`config.mk`:
```
export PLATFORM = sky130hd
export DESIGN_NAME = timer_dma_burst_window
export DESIGN_NICKNAME = d
export VERILOG_FILES = /design/src/verilog/dma_burst_pkg.sv /design/src/verilog/burst_fifo.sv /design/src/verilog/burst_sequencer.sv /design/src/verilog/timer_dma_burst_window.sv
export SDC_FILE = /design/constraint.sdc
export NUM_CORES = 1
export LEC_CHECK = 0
export ABC_AREA = 1
export BUFFER_PORTS_ARGS = -buffer_cell sky130_fd_sc_hd__buf_2
export CAP_MARGIN = 10
export CELL_PAD_IN_SITES_DETAIL_PLACEMENT = 0
export CELL_PAD_IN_SITES_GLOBAL_PLACEMENT = 2
export CORE_AREA = 2 2 140 142
export DETAILED_ROUTE_END_ITERATION = 7
export DIE_AREA = 0 0 142 144
export GPL_ROUTABILITY_DRIVEN = 0
export PLACE_DENSITY = 0.82
export SETUP_SLACK_MARGIN = 0.5
export SYNTH_ARGS = -nofsm -noshare
export SYNTH_HDL_FRONTEND = slang
export SYNTH_SLANG_ARGS = --single-unit
```
`constraint.sdc`:
```
create_clock -name i_clk_sys -period 3.1 [get_ports i_clk_sys]
set_input_delay 0.62 -clock i_clk_sys [delete_from_list [all_inputs] [get_ports i_clk_sys]]
set_output_delay 0.62 -clock i_clk_sys [all_outputs]
set_load 0.005 [all_outputs]
```
`src/verilog/dma_burst_pkg.sv`:
```
// Constants, field layouts and types for the timer DMA burst window unit
package dma_burst_pkg;

   // ==========================================================
   // Register map
   localparam logic [7:0] OFF_TIMER_BASE = 8'h00;
   localparam logic [7:0] OFF_CONTROL = 8'h48;
   localparam logic [7:0] OFF_WINDOW = 8'h4C;

   // ==========================================================
   // Control register fields
   localparam int unsigned LEN_LSB = 8;
   localparam int unsigned LEN_MSB = 12;
   localparam int unsigned BASE_LSB = 0;
   localparam int unsigned BASE_MSB = 4;
   localparam logic [15:0] CONTROL_RESET = 16'h0000;
   localparam logic [15:0] WINDOW_RESET = 16'h0000;
   localparam logic [15:0] CONTROL_WMASK = 16'h1F1F;

   // ==========================================================
   // Slot codes
   localparam logic [5:0] SLOT_RSVD_A = 6'h0C;
   localparam logic [5:0] SLOT_RSVD_B = 6'h11;
   localparam logic [5:0] SLOT_CONTROL = 6'h12;
   localparam int unsigned SLOT_SHIFT = 2;

   // ==========================================================
   // Buffering
   localparam int unsigned FIFO_DEPTH = 4;

   // ==========================================================
   // Types
   typedef struct packed {
      logic [7:0] addr;
      logic [15:0] data;
   } slot_write_t;

   typedef struct packed {
      logic [4:0] len;
      logic [4:0] base;
   } burst_cfg_t;

   typedef enum logic [0:0] {
      SEQ_IDLE = 1'b0,
      SEQ_BURST = 1'b1
   } seq_state_t;

endpackage

```
`src/verilog/burst_fifo.sv`:
```
// Small synchronous FIFO with valid/ready on both sides
`timescale 1ns/1ps
`default_nettype none
module burst_fifo #(
   parameter int unsigned WIDTH = 24,
   parameter int unsigned DEPTH = 4
) (
   input wire logic i_clk_sys,
   input wire logic i_rst_n,
   input wire logic i_in_valid,
   output logic o_in_ready,
   input wire logic [WIDTH-1:0] i_in_data,
   output logic o_out_valid,
   input wire logic i_out_ready,
   output logic [WIDTH-1:0] o_out_data
);
   localparam int unsigned PTR_W = (DEPTH > 1) ? $clog2(DEPTH) : 1;
   localparam int unsigned CNT_W = $clog2(DEPTH + 1);
   localparam logic [PTR_W-1:0] PTR_LAST = PTR_W'(DEPTH - 1);
   localparam logic [CNT_W-1:0] CNT_FULL = CNT_W'(DEPTH);

   logic [WIDTH-1:0] mem_reg [DEPTH];
   logic [PTR_W-1:0] wr_ptr_reg;
   logic [PTR_W-1:0] rd_ptr_reg;
   logic [CNT_W-1:0] count_reg;
   logic push;
   logic pop;

   assign o_in_ready = (count_reg != CNT_FULL);
   assign o_out_valid = (count_reg != '0);
   assign o_out_data = mem_reg[rd_ptr_reg];
   assign push = i_in_valid & o_in_ready;
   assign pop = o_out_valid & i_out_ready;

   // Storage carries no reset; only occupied entries are ever read
   always_ff @(posedge i_clk_sys) begin
      if (push) begin
         mem_reg[wr_ptr_reg] <= i_in_data;
      end
   end

   always_ff @(posedge i_clk_sys or negedge i_rst_n) begin
      if (!i_rst_n) begin
         wr_ptr_reg <= '0;
         rd_ptr_reg <= '0;
      end else begin
         if (push) begin
            wr_ptr_reg <= (wr_ptr_reg == PTR_LAST) ? '0 : wr_ptr_reg + 1'b1;
         end
         if (pop) begin
            rd_ptr_reg <= (rd_ptr_reg == PTR_LAST) ? '0 : rd_ptr_reg + 1'b1;
         end
      end
   end

   always_ff @(posedge i_clk_sys or negedge i_rst_n) begin
      if (!i_rst_n) begin
         count_reg <= '0;
      end else if (push && !pop) begin
         count_reg <= count_reg + 1'b1;
      end else if (pop && !push) begin
         count_reg <= count_reg - 1'b1;
      end
   end
endmodule
`default_nettype wire

```
`src/verilog/burst_sequencer.sv`:
```
// Burst index counter and burst state
`timescale 1ns/1ps
`default_nettype none
module burst_sequencer
   import dma_burst_pkg::*;
(
   input wire logic i_clk_sys,
   input wire logic i_rst_n,
   input wire logic i_event,
   input wire logic i_access,
   input wire logic [4:0] i_len,
   output logic [4:0] o_index,
   output logic o_busy,
   output logic o_last_access
);
   seq_state_t state_reg;
   logic [4:0] index_reg;
   logic at_last;

   // A length shrunk to or below the index mid-burst still ends the burst at the next window access
   assign at_last = (index_reg >= i_len);
   assign o_last_access = i_access & at_last;
   assign o_index = index_reg;
   assign o_busy = (state_reg == SEQ_BURST);

   always_ff @(posedge i_clk_sys or negedge i_rst_n) begin
      if (!i_rst_n) begin
         index_reg <= 5'h00;
      end else if (i_access) begin
         index_reg <= at_last ? 5'h00 : index_reg + 5'h01;
      end
   end

   always_ff @(posedge i_clk_sys or negedge i_rst_n) begin
      if (!i_rst_n) begin
         state_reg <= SEQ_IDLE;
      end else begin
         unique case (state_reg)
            SEQ_IDLE: begin
               if (i_event && !i_access) begin
                  state_reg <= SEQ_BURST;
               end
            end
            SEQ_BURST: begin
               if (o_last_access) begin
                  state_reg <= SEQ_IDLE;
               end
            end
         endcase
      end
   end
endmodule
`default_nettype wire

```
`src/verilog/timer_dma_burst_window.sv`:
```
// Timer DMA burst window: control register, window redirect and request logic
`timescale 1ns/1ps
`default_nettype none
module timer_dma_burst_window
   import dma_burst_pkg::*;
(
   input wire logic i_clk_sys,
   input wire logic i_rst_n,
   input wire logic [7:0] i_addr,
   input wire logic [15:0] i_wdata,
   input wire logic i_wr,
   input wire logic i_rd,
   output logic [15:0] o_rdata,
   input wire logic i_event,
   output logic o_dma_req,
   output logic o_burst_busy,
   output logic o_slot_rd,
   output logic [7:0] o_slot_raddr,
   input wire logic [15:0] i_slot_rdata,
   output logic o_slot_wvalid,
   output logic [7:0] o_slot_waddr,
   output logic [15:0] o_slot_wdata,
   input wire logic i_slot_wready
);

   // ==========================================================
   // Declarations
   logic [15:0] control_reg;
   logic [15:0] control_next;
   logic [15:0] rdata_reg;
   logic [15:0] rdata_next;
   burst_cfg_t cfg;
   logic ctl_wr;
   logic ctl_rd;
   logic win_wr;
   logic win_rd;
   logic window_access;
   logic [4:0] index;
   logic busy;
   logic last_access;
   logic [5:0] slot_now;
   logic [7:0] slot_byte_addr;
   logic slot_timer;
   logic slot_ctl;
   slot_write_t fifo_in;
   slot_write_t fifo_out;
   logic fifo_in_valid;
   logic fifo_in_ready;
   logic fifo_out_valid;
   logic fifo_out_ready;
   logic drain_ctl;
   logic drain_ctl_take;

   // ==========================================================
   // Slot decode helpers
   function automatic logic is_timer_slot(input logic [5:0] slot);
      is_timer_slot = (slot < SLOT_CONTROL) && (slot != SLOT_RSVD_A) && (slot != SLOT_RSVD_B);
   endfunction

   function automatic logic [7:0] slot_to_addr(input logic [5:0] slot);
      logic [7:0] wide;
      wide = {slot, 2'b00};
      slot_to_addr = OFF_TIMER_BASE + wide;
   endfunction

   // ==========================================================
   // Bus decode
   assign ctl_wr = i_wr && (i_addr == OFF_CONTROL);
   assign ctl_rd = i_rd && (i_addr == OFF_CONTROL);
   assign win_wr = i_wr && (i_addr == OFF_WINDOW);
   assign win_rd = i_rd && (i_addr == OFF_WINDOW);
   assign window_access = win_wr | win_rd;

   assign cfg.len = control_reg[LEN_MSB:LEN_LSB];
   assign cfg.base = control_reg[BASE_MSB:BASE_LSB];

   // ==========================================================
   // Burst sequencing
   burst_sequencer u_seq (
      .i_clk_sys(i_clk_sys),
      .i_rst_n(i_rst_n),
      .i_event(i_event),
      .i_access(window_access),
      .i_len(cfg.len),
      .o_index(index),
      .o_busy(busy),
      .o_last_access(last_access)
   );

   assign slot_now = {1'b0, cfg.base} + {1'b0, index};
   assign slot_byte_addr = slot_to_addr(slot_now);
   assign slot_timer = is_timer_slot(slot_now);
   assign slot_ctl = (slot_now == SLOT_CONTROL);

   // ==========================================================
   // Window write path through the FIFO
   // Writes to reserved slots are dropped here and never leave the block
   assign fifo_in_valid = win_wr && (slot_timer || slot_ctl);
   assign fifo_in.addr = slot_byte_addr;
   assign fifo_in.data = i_wdata;

   burst_fifo #(
      .WIDTH($bits(slot_write_t)),
      .DEPTH(FIFO_DEPTH)
   ) u_fifo (
      .i_clk_sys(i_clk_sys),
      .i_rst_n(i_rst_n),
      .i_in_valid(fifo_in_valid),
      .o_in_ready(fifo_in_ready),
      .i_in_data(fifo_in),
      .o_out_valid(fifo_out_valid),
      .i_out_ready(fifo_out_ready),
      .o_out_data(fifo_out)
   );

   // Window write lands in mapped register
   assign drain_ctl = (fifo_out.addr == OFF_CONTROL);
   assign fifo_out_ready = drain_ctl | i_slot_wready;
   assign drain_ctl_take = fifo_out_valid & drain_ctl;
   assign o_slot_wvalid = fifo_out_valid & ~drain_ctl;
   assign o_slot_waddr = fifo_out.addr;
   assign o_slot_wdata = fifo_out.data;

   // ==========================================================
   // Window read path
   // Address is combinational so the timer answers in the strobe cycle
   // Window read fetches mapped register
   assign o_slot_rd = win_rd & slot_timer;
   assign o_slot_raddr = slot_byte_addr;

   // ==========================================================
   // DMA request
   // Dropping the request while the FIFO is full throttles the DMA controller
   // Request while burst open
   assign o_dma_req = busy & fifo_in_ready;
   assign o_burst_busy = busy;

   // ==========================================================
   // Control register
   always_comb begin
      control_next = control_reg;
      if (ctl_wr) begin
         control_next = i_wdata & CONTROL_WMASK;
      end else if (drain_ctl_take) begin
         control_next = fifo_out.data & CONTROL_WMASK;
      end
   end

   always_ff @(posedge i_clk_sys or negedge i_rst_n) begin
      if (!i_rst_n) begin
         control_reg <= CONTROL_RESET;
      end else begin
         control_reg <= control_next;
      end
   end

   // ==========================================================
   // Read data, valid only in the cycle after the strobe
   always_comb begin
      rdata_next = 16'h0000;
      if (ctl_rd) begin
         rdata_next = control_reg;
      end else if (win_rd) begin
         if (slot_timer) begin
            rdata_next = i_slot_rdata;
         end else if (slot_ctl) begin
            rdata_next = control_reg;
         end else begin
            rdata_next = WINDOW_RESET;
         end
      end
   end

   always_ff @(posedge i_clk_sys or negedge i_rst_n) begin
      if (!i_rst_n) begin
         rdata_reg <= 16'h0000;
      end else begin
         rdata_reg <= rdata_next;
      end
   end

   assign o_rdata = rdata_reg;

   // ==========================================================
   // Helper counting window accesses inside a burst
   logic [5:0] burst_cnt_reg;
   logic [4:0] len_at_start_reg;

   always_ff @(posedge i_clk_sys or negedge i_rst_n) begin
      if (!i_rst_n) begin
         burst_cnt_reg <= 6'h00;
         len_at_start_reg <= 5'h00;
      end else if (!busy) begin
         burst_cnt_reg <= 6'h00;
         len_at_start_reg <= cfg.len;
      end else if (window_access) begin
         burst_cnt_reg <= burst_cnt_reg + 6'h01;
      end
   end

   // ==========================================================
   // Checks
   // Burst ends after len plus one
   a_burst_length: assert property (@(posedge i_clk_sys) disable iff (!i_rst_n)
      (busy && window_access && !ctl_wr && !drain_ctl_take && (burst_cnt_reg == {1'b0, cfg.len})
       && (cfg.len == len_at_start_reg))
      |=> !busy)
      else $error("burst did not end after length plus one accesses");

   a_burst_continues: assert property (@(posedge i_clk_sys) disable iff (!i_rst_n)
      (busy && window_access && (index < cfg.len)) |=> busy)
      else $error("burst closed before its last access");

   a_ctrl_via_window: assert property (@(posedge i_clk_sys) disable iff (!i_rst_n)
      (drain_ctl_take && !ctl_wr)
      |=> (control_reg == ($past(fifo_out.data) & CONTROL_WMASK)))
      else $error("window write to control slot not applied");

   a_slot_step: assert property (@(posedge i_clk_sys) disable iff (!i_rst_n)
      (window_access && (index < cfg.len) && $stable(cfg.len))
      |=> (index == ($past(index) + 5'h01)))
      else $error("burst index did not step by one");

   a_first_slot: assert property (@(posedge i_clk_sys) disable iff (!i_rst_n)
      $rose(busy) |-> (index == 5'h00) || $past(window_access))
      else $error("burst did not open at the base slot");

   a_addr_bound: assert property (@(posedge i_clk_sys) disable iff (!i_rst_n)
      o_slot_rd |-> (o_slot_raddr >= slot_to_addr({1'b0, cfg.base}))
                 && (o_slot_raddr <= slot_to_addr({1'b0, cfg.base} + {1'b0, cfg.len})))
      else $error("window read outside burst address range");

   a_window_read: assert property (@(posedge i_clk_sys) disable iff (!i_rst_n)
      o_slot_rd |=> (o_rdata == $past(i_slot_rdata)))
      else $error("window read did not return mapped register");

   a_window_write: assert property (@(posedge i_clk_sys) disable iff (!i_rst_n)
      (win_wr && slot_timer && !fifo_out_valid)
      |=> o_slot_wvalid && (o_slot_wdata == $past(i_wdata))
          && (o_slot_waddr == $past(slot_byte_addr)))
      else $error("window write not forwarded to mapped register");

   a_rdata_once: assert property (@(posedge i_clk_sys) disable iff (!i_rst_n)
      !i_rd |=> (o_rdata == 16'h0000))
      else $error("read data present without a read");

   a_event_request: assert property (@(posedge i_clk_sys) disable iff (!i_rst_n)
      (i_event && !busy && !window_access) |=> busy ##0 (o_dma_req || !fifo_in_ready))
      else $error("enabled event did not raise a DMA request");

   a_request_gate: assert property (@(posedge i_clk_sys) disable iff (!i_rst_n)
      o_dma_req |-> busy && fifo_in_ready)
      else $error("DMA request outside a burst or with FIFO full");

   a_ctrl_reserved: assert property (@(posedge i_clk_sys) disable iff (!i_rst_n)
      ##1 ((control_reg & ~CONTROL_WMASK) == 16'h0000))
      else $error("reserved control bits not zero");

   a_index_reset: assert property (@(posedge i_clk_sys) disable iff (!i_rst_n)
      last_access |=> (index == 5'h00) && !busy)
      else $error("index not reset after last access");

   // ==========================================================
   // Further checks on register and slot paths
   // Direct control write masked
   a_ctrl_write: assert property (@(posedge i_clk_sys) disable iff (!i_rst_n)
      ctl_wr |=> (control_reg == ($past(i_wdata) & CONTROL_WMASK)))
      else $error("control write not stored with reserved bits cleared");

   a_ctrl_readback: assert property (@(posedge i_clk_sys) disable iff (!i_rst_n)
      ctl_rd |=> (o_rdata == $past(control_reg)))
      else $error("control read did not return control value");

   a_reserved_read: assert property (@(posedge i_clk_sys) disable iff (!i_rst_n)
      (win_rd && !slot_timer && !slot_ctl) |=> (o_rdata == WINDOW_RESET))
      else $error("reserved slot read not zero");

   a_ctrl_slot_read: assert property (@(posedge i_clk_sys) disable iff (!i_rst_n)
      (win_rd && slot_ctl) |=> (o_rdata == $past(control_reg)))
      else $error("window read of control slot wrong");

   // Read address from base and index
   a_raddr_map: assert property (@(posedge i_clk_sys) disable iff (!i_rst_n)
      o_slot_rd |-> (o_slot_raddr == (OFF_TIMER_BASE + (({3'b000, cfg.base} + {3'b000, index}) * 8'h04))))
      else $error("window read address not base plus index times four");

   a_wvalid_hold: assert property (@(posedge i_clk_sys) disable iff (!i_rst_n)
      (o_slot_wvalid && !i_slot_wready)
      |=> o_slot_wvalid && $stable(o_slot_waddr) && $stable(o_slot_wdata))
      else $error("pending timer write changed before acceptance");

   a_waddr_timer: assert property (@(posedge i_clk_sys) disable iff (!i_rst_n)
      o_slot_wvalid |-> (o_slot_waddr < slot_to_addr(SLOT_CONTROL)))
      else $error("timer write outside timer register range");

   a_burst_holds: assert property (@(posedge i_clk_sys) disable iff (!i_rst_n)
      (busy && !window_access) |=> busy)
      else $error("burst closed without a window access");

   a_idle_no_req: assert property (@(posedge i_clk_sys) disable iff (!i_rst_n)
      !busy |-> !o_dma_req)
      else $error("DMA request while idle");

   a_open_on_event: assert property (@(posedge i_clk_sys) disable iff (!i_rst_n)
      $rose(busy) |-> $past(i_event))
      else $error("burst opened without an event");

   a_index_idle: assert property (@(posedge i_clk_sys) disable iff (!i_rst_n)
      $fell(busy) |-> (index == 5'h00))
      else $error("index not at base when burst closed");

   a_first_access: assert property (@(posedge i_clk_sys) disable iff (!i_rst_n)
      (busy && window_access && (burst_cnt_reg == 6'h00)) |-> (index == 5'h00))
      else $error("first burst access not at base slot");

endmodule
`default_nettype wire

```
==> insert_results.sql, run 1 <==
INSERT INTO impl_metrics (metric_group, metric, value, unit) VALUES
('worst_setup_path', 'worst_ep_arrival_time', '2440', 'ps'),
('grt', 'largest_net_degree_at_the_start_of_global_routing', '40', ''),
('worst_setup_path', 'ff2ff_path_depth', '17', ''),
('power', 'clock_power_share', '0.279', ''),
('worst_setup_path', 'critPathTopFamily', 'simple AND/OR/NAND/NOR gates', ''),
('floorplanning', 'core_area', '19080', 'um^2'),
('detailed_routing', 'vias_per_cell', '4.972', ''),
('final_layout', 'fin_nets', '808', ''),
('worst_setup_path', 'crit_type', 'reg -> out', ''),
('sta', 'final.setup.tns', '0', 'ps'),
('sta', 'setup_viol_count_final', '0', ''),
('logic_synthesis', 'yosysMostFrequentCell', 'sky130_fd_sc_hd__nand2_1', ''),
('detailed_routing', 'number_of_search_and_repair_iterations_in_the_first_detailed_routing_pass', '5', ''),
('sta', 'timing.clock.skew', '7.724', 'ps'),
('sta', 'worstMarginPinSlew', '887.0', 'ps'),
('sta', 'maxSlewViolCount', '0', ''),
('power', 'seqPwrFrac', '0.312', ''),
('worst_setup_path', 'crit_path_end_kind', 'output port', ''),
('grt', 'grt_resource_usage_total', '0.1657', ''),
('clock_tree', 'cts-buffers-inserted', '17', ''),
('clock_tree', 'clock-sinks', '127', ''),
('grt', 'grt_ovf', '0', ''),
('power', 'p_int', '4.256', 'mW'),
('sta', 'final.min_clock_period', '3065', 'ps'),
('sta', 'clock.fmax', '326.3', 'MHz'),
('logic_synthesis', 'synth-seq-cells', '127', ''),
('worst_setup_path', 'crit_start', 'control_reg[0]$_DFFE_PN0P_', ''),
('final_layout', 'antenna_cells_inserted', '0', ''),
('min_path', 'hold_path.class', 'in -> async', ''),
('logic_synthesis', 'ys_warn_count', '0', ''),
('clock_tree', 'ctsRootBufferMaster', 'sky130_fd_sc_hd__clkbuf_16', ''),
('sta', 'rsz0062_at_grt', 'yes', ''),
('place', 'port-buffer-count', '93', ''),
('worst_setup_path', 'start_kind', 'flip-flop', ''),
('logic_synthesis', 'fraction_of_registers_with_async_set_or_reset_after_synthesis', '0.3071', ''),
('place', 'dp_hpwl', '10640', 'um'),
('final_layout', 'largest_reg_flops', '88', ''),
('power', 'ir_drop', '416.3', 'uV'),
('logic_synthesis', 'synth_enable_flop_cells', '88', ''),
('logic_synthesis', 'post-synth-top-area-cell', 'sky130_fd_sc_hd__edfxtp_1', ''),
('worst_setup_path', 'rr_endpoint', 'u_fifo.count_reg[2]$_DFFE_PN0P_', ''),
('flow_run', 'maxCapViolCount', '0', ''),
('outcome', 'run_status', 'finished, final reports clean', ''),
('power', 'leakagePower', '3.604', 'nW'),
('worst_setup_path', 'worstPathRequired', '2480', 'ps'),
('final_layout', 'num-fill-cells', '1784', ''),
('worst_setup_path', 'critical_path.n_buffers_inverters', '3', ''),
('detailed_routing', 'detailedRoute.firstIterationViolations', '379', ''),
('clock_tree', 'h_tree_level_count', '4', ''),
('power', 'power_switching_share', '0.3765', ''),
('worst_setup_path', 'regToRegSetupSlack', '140', 'ps'),
('power', 'overall_power', '6.826', 'mW'),
('floorplanning', 'core.rowCount', '51', ''),
('floorplanning', 'ioPinCount', '98', ''),
('detailed_routing', 'vias', '4942', ''),
('clock_tree', 'max-clock-path-buffers', '2', ''),
('final_layout', 'share_of_layout_cells_above_drive_strength_1', '0.3439', ''),
('logic_synthesis', 'synthTopCellsByCount', '105 x sky130_fd_sc_hd__nand2_1, 88 x sky130_fd_sc_hd__edfxtp_1, 67 x sky130_fd_sc_hd__nor2_1', ''),
('power', 'power_switching', '2.570', 'mW'),
('sta', 'timing.hold.ws', '313.9', 'ps'),
('sta', 'max-slew-margin-rel', '0.4086', ''),
('grt', 'initial_antenna_violation_count', '0', ''),
('worst_setup_path', 'timing.critical_path.cells', 'ha_2 > fa_2 > nand3_2 > nand2_2 > nand2_1 > nand2_2 > nor2_1 > nand2_1 > buf_6 > nand4_1 > inv_1 > buf_2', ''),
('worst_setup_path', 'max_stage_delay_on_crit_path', '410', 'ps'),
('floorplanning', 'die_area', '20450', 'um^2'),
('worst_setup_path', 'path_max_fanout', '11', ''),
('logic_synthesis', 'syn-instance-count', '586', ''),
('logic_synthesis', 'synth_top_cells_by_area', 'sky130_fd_sc_hd__edfxtp_1 44%, sky130_fd_sc_hd__dfrtp_1 16%, sky130_fd_sc_hd__nand2_1 6.6%, sky130_fd_sc_hd__nand3_1 5.2%, sky130_fd_sc_hd__nor2_1 4.2%', ''),
('floorplanning', 'floorplan.die.width', '142', 'um'),
('power', 'p_comb_frac', '0.409', ''),
('logic_synthesis', 'postSynthAreaPerCell', '10.15', 'um^2');
[power by group through the flow]
| stage | clock network, mW | registers [mW] | logic (mW) |
|---|---|---|---|
| floorplan | 0 | 2.10 | 1.49 |
| global placement | 0 | 2.15 | 2.23 |
| detailed placement | 0 | 2.16 | 2.28 |
| CTS | 1.93 | 2.12 | 2.57 |
| global route | 2.01 | 2.14 | 3.08 |
| finish | 1.90 | 2.13 | 2.79 |
[cell families after synthesis]
group | share of synthesized area
fa+ha+maj | 0.04249
mux | 0.003786
buf+inv | 0.06058
simple gates | 0.2089
xor+xnor | 0.01010
flops | 0.6083
other cells | 0.0006304
compound gates | 0.06521
[final cells by class]
class                   instances  area share
multi-input cells             378      0.2673
repair buffers                164      0.1662
inverters                      55     0.02548
well taps                     238     0.03589
clock buffers                  18     0.05172
flip-flops and latches        127      0.4373
clock inverters                14     0.01613
[repair_timing]
item | in CTS | in global routing
cloned | 6 | 6
pin swaps | 11 | 9
buffers inserted | 16 | 17
setup endpoints to repair | 98 | 105
hold buffers | 0 | 0
resized for setup | 26 | 54
[placed cells by master (no fill, tap or decap), drive strengths merged]
| cell type | instances |
|---|---|
| o22ai | 17 |
| clkinvlp | 4 |
| inv | 59 |
| nand2 | 109 |
| nand3b | 1 |
| nand3 | 64 |
| or2 | 2 |
| ha | 17 |
| o221ai | 1 |
| xor2 | 5 |
| mux2 | 2 |
| nor2 | 68 |
| a21oi | 10 |
| edfxtp | 88 |
| clkbuf | 23 |
| o21ai | 43 |
| dfrtp | 39 |
| nand4 | 28 |
| conb | 4 |
| buf | 159 |
| xnor2 | 1 |
| fa | 2 |
| clkinv | 5 |
| bufinv | 1 |
| nor3 | 4 |
[stage by stage]
| step | worst slack [ps] | cells | cell area (um^2) |
|---|---|---|---|
| finish | 35.38 | 994 | 8298 |
| global route | -85.29 | 994 | 8298 |
| CTS | 70.90 | 971 | 7836 |
| detailed placement | 47.06 | 917 | 6868 |
| global placement | 142.8 | 917 | 6868 |
| floorplan | 216.1 | 589 | 6013 |
[how the worst max path moves through the flow]
stage	end	cells past startpoint
2_1_floorplan	u_fifo.count_reg[1]$_DFFE_PN0P_	15
3_5_place_dp	u_fifo.count_reg[1]$_DFFE_PN0P_	15
5_1_grt	o_slot_rd	12
4_1_cts	o_slot_rd	10
3_3_place_gp	u_fifo.count_reg[2]$_DFFE_PN0P_	16
6_report	o_slot_rd	12
[worst register-to-register path, delay by kind of cell (launching register included)]
family          cells  cell delay [ps]
compound gates      2              200
flops               1              390
xor+xnor            2              370
buf+inv             4              320
fa+ha+maj           4             1080
simple gates        5              460
[layer usage]
layer / global-route usage / vias to the layer above / routed length, um / part of all wire
met5: 0 / - / 0 / 0
met4: 0.06474 / 0 / 420 / 0.024
met1: 0.2099 / 2445 / 7314 / 0.42
met3: 0.04139 / 29 / 910 / 0.052
li1: - / 2326 / - / -
met2: 0.2738 / 142 / 8825 / 0.51
(Power assumes the default switching activity.)
==> run 2: changes to the inputs <==
==> constraint.sdc (replaced) <==
create_clock -name i_clk_sys -period 3.1 [get_ports i_clk_sys]
set_input_delay 0.775 -clock i_clk_sys [delete_from_list [all_inputs] [get_ports i_clk_sys]]
set_output_delay 0.775 -clock i_clk_sys [all_outputs]
set_load 0.005 [all_outputs]
==> insert_results.sql, run 2 (synthesis results as in run 1) <==
INSERT INTO impl_metrics (metric_group, metric, value, unit) VALUES
('outcome', 'run_status', 'finished, violations left', ''),
('outcome', 'violated_checks', 'negative setup slack', ''),
('sta', 'final.min_clock_period', '3143', 'ps'),
('sta', 'finalHoldViolations', '0', ''),
('sta', 'postLayoutSetupSlackWorst', '-42.69', 'ps'),
('sta', 'timing.clock.skew', '8.156', 'ps'),
('power', 'seqPwrFrac', '0.302', ''),
('min_path', 'hold_path.class', 'in -> async', ''),
('final_layout', 'antenna_cells_inserted', '0', ''),
('floorplanning', 'die_h', '144', 'um'),
('floorplanning', 'floorplan.initialDensity', '0.3118', ''),
('power', 'p_int', '4.437', 'mW'),
('final_layout', 'fin_nets', '822', ''),
('final_layout', 'seq_area', '3625', 'um^2'),
('floorplanning', 'ioPinCount', '98', ''),
('worst_setup_path', 'worst_ep_arrival_time', '2370', 'ps'),
('clock_tree', 'clock_latency_of_the_later_clocked_register_in_the_worst_skew_pair', '420', 'ps'),
('power', 'ir_drop', '465.2', 'uV'),
('clock_tree', 'clk_pin_slew_worst_paths', '60', 'ps'),
('final_layout', 'num-fill-cells', '1703', ''),
('power', 'leakagePower', '3.728', 'nW'),
('worst_setup_path', 'start_kind', 'flip-flop', ''),
('floorplanning', 'core.rowCount', '51', ''),
('worst_setup_path', 'path_max_fanout', '3', ''),
('flow_run', 'maxCapViolCount', '0', ''),
('sta', 'maxSlewViolCount', '0', ''),
('grt', 'initial_antenna_violation_count', '0', ''),
('clock_tree', 'max-clock-path-buffers', '2', ''),
('power', 'p_comb_frac', '0.438', ''),
('power', 'powerDensity', '822.7', 'nW/um^2'),
('detailed_routing', 'detail-route-antenna-nets', '0', ''),
('detailed_routing', 'wl_per_cell', '16.61', 'um'),
('detailed_routing', 'vias', '4977', ''),
('sta', 'final.setup.tns', '-42.69', 'ps'),
('worst_setup_path', 'crit_path_end_kind', 'output port', ''),
('detailed_routing', 'vias_per_cell', '4.947', ''),
('clock_tree', 'tritoncts', 'built', ''),
('sta', 'clock.fmax', '318.2', 'MHz'),
('clock_tree', 'h_tree_level_count', '4', ''),
('power', 'power_switching', '2.587', 'mW'),
('power', 'clock_power_share', '0.260', ''),
('final_layout', 'final_common_cell', 'sky130_fd_sc_hd__nand2_1', ''),
('final_layout', 'syn2layout_area_growth', '43.54', '%'),
('place', 'dp_hpwl', '10600', 'um'),
('final_layout', 'final_cell_mix', '93 x sky130_fd_sc_hd__nand2_1, 89 x sky130_fd_sc_hd__buf_2, 88 x sky130_fd_sc_hd__edfxtp_1', ''),
('place', 'port-buffer-count', '93', ''),
('final_layout', 'share_of_layout_cells_above_drive_strength_1', '0.3581', ''),
('sta', 'timing.hold.ws', '486.6', 'ps'),
('floorplanning', 'die_area', '20450', 'um^2'),
('grt', 'grt_ovf', '0', ''),
('floorplanning', 'floorplan.die.width', '142', 'um'),
('sta', 'fin_crit_sh', '1.014', ''),
('sta', 'worstMarginPinSlew', '910.6', 'ps'),
('grt', 'number_of_global_route_vias_before_repair', '4757', ''),
('worst_setup_path', 'worstPathRequired', '2320', 'ps'),
('sta', 'rsz0062_at_grt', 'yes', ''),
('clock_tree', 'ctsRootBufferMaster', 'sky130_fd_sc_hd__clkbuf_16', ''),
('detailed_routing', 'number_of_search_and_repair_iterations_in_the_first_detailed_routing_pass', '5', ''),
('detailed_routing', 'drc_errors_left', '0', ''),
('clock_tree', 'cts-buffers-inserted', '17', ''),
('grt', 'grt_first_pass_wirelength', '25070', 'um'),
('sta', 'setup_viol_count_final', '1', ''),
('sta', 'max-slew-margin-rel', '0.3929', ''),
('grt', 'grt_resource_usage_total', '0.1642', ''),
('floorplanning', 'core_area', '19080', 'um^2'),
('worst_setup_path', 'crit_type', 'reg -> out', ''),
('detailed_routing', 'detailedRoute.firstIterationViolations', '339', ''),
('detailed_routing', 'routed_wirelength', '16710', 'um'),
('grt', 'largest_net_degree_at_the_start_of_global_routing', '40', ''),
('clock_tree', 'clock-sinks', '127', ''),
('final_layout', 'largest_reg_flops', '88', ''),
('final_layout', 'area_used_by_multi_input_combinational_logic', '2296', 'um^2'),
('power', 'power_switching_share', '0.3684', '');
[run 2: cell count changes in the layout (fill, tap and decap cells not counted), moves of 3 or more]
cell	before	now
sky130_fd_sc_hd__buf_6	14	30
sky130_fd_sc_hd__buf_2	94	89
sky130_fd_sc_hd__nand2_4	4	9
sky130_fd_sc_hd__buf_12	8	11
sky130_fd_sc_hd__buf_4	34	37
sky130_fd_sc_hd__clkbuf_16	22	19
sky130_fd_sc_hd__dfrtp_1	31	34
sky130_fd_sc_hd__dfrtp_2	8	5
sky130_fd_sc_hd__nand2_1	96	93
sky130_fd_sc_hd__nand3_4	1	4
sky130_fd_sc_hd__o22ai_1	13	10
sky130_fd_sc_hd__o22ai_2	4	7
[run 2: timing repair]
item                       in CTS  in global routing
hold buffers                    0                  0
setup endpoints to repair     107                108
gates cloned                    9                  2
gates resized for setup        89                 22
pin swaps                      19                  6
setup buffers                  37                  5
[run 2: path summary, 6_finish.rpt]
path | from | to | slack [ps] | cells past startpoint
setup / recovery | u_seq.o_index[0]$_DFFE_PN0P_ | o_slot_rd | -40 | 11
hold / removal | i_rst_n | o_rdata[4]$_DFF_PN0_ | 490 | 1
setup reg to reg | u_seq.o_index[0]$_DFFE_PN0P_ | u_fifo.count_reg[1]$_DFFE_PN0P_ | 50 | 19
hold reg to reg | u_fifo.wr_ptr_reg[1]$_DFFE_PN0P_ | u_fifo.wr_ptr_reg[1]$_DFFE_PN0P_ | 560 | 2
max in group asynchronous | i_rst_n | u_fifo.rd_ptr_reg[1]$_DFFE_PN0P_ | 1970 | 1
min in group i_clk_sys | u_fifo.wr_ptr_reg[1]$_DFFE_PN0P_ | u_fifo.wr_ptr_reg[1]$_DFFE_PN0P_ | 560 | 2
[run 2: power by group through the flow]
stage	combinational, mW	clock, mW	sequential, mW
finish	3.08	1.83	2.12
CTS	2.85	1.86	2.14
detailed placement	2.33	0	2.15
global placement	2.28	0	2.15
floorplan	1.49	0	2.10
global route	3.36	1.94	2.14
[run 2: layer usage]
metal  part of all wire  wire length (um)  up-vias  GRT usage
met1               0.43              7225     2450     0.2069
li1                   -                 -     2368          -
met3              0.046               770       21    0.03907
met4              0.014               238        0    0.05368
met2               0.51              8470      138     0.2794
met5                  0                 0        -          0
[run 2: worst max-delay path, stage by stage (launching register included)]
cell and delay, ps:
sky130_fd_sc_hd__dfrtp_1 390, sky130_fd_sc_hd__ha_2 200, sky130_fd_sc_hd__fa_2 410, sky130_fd_sc_hd__xor2_4 190
sky130_fd_sc_hd__inv_2 80, sky130_fd_sc_hd__nand3_4 80, sky130_fd_sc_hd__nor2_2 110, sky130_fd_sc_hd__nand2_2 90
sky130_fd_sc_hd__buf_6 130, sky130_fd_sc_hd__nand4_1 90, sky130_fd_sc_hd__inv_1 50, sky130_fd_sc_hd__buf_2 120
[run 2: layout make-up]
| type | instances | share of cell area |
|---|---|---|
| Clock buffer | 17 | 0.04982 |
| Clock inverter | 13 | 0.01334 |
| Inverter | 55 | 0.02506 |
| Multi-Input combinational cell | 378 | 0.2689 |
| Sequential cell | 127 | 0.4245 |
| Tap cell | 238 | 0.03488 |
| Timing Repair Buffer | 178 | 0.1835 |
[run 2: through the flow]
stage | area, um^2 | instances | utilization | setup WS [ps] | power (mW)
finish | 8538 | 1006 | 0.4475 | -42.69 | 7.024
global placement | 6913 | 923 | 0.3623 | 161.0 | 4.427
floorplan | 6013 | 589 | - | 216.1 | 3.588
CTS | 8344 | 999 | 0.4373 | -8.777 | 6.847
global route | 8538 | 1006 | 0.4475 | -146.9 | 7.438
detailed placement | 6913 | 923 | 0.3623 | 73.31 | 4.483
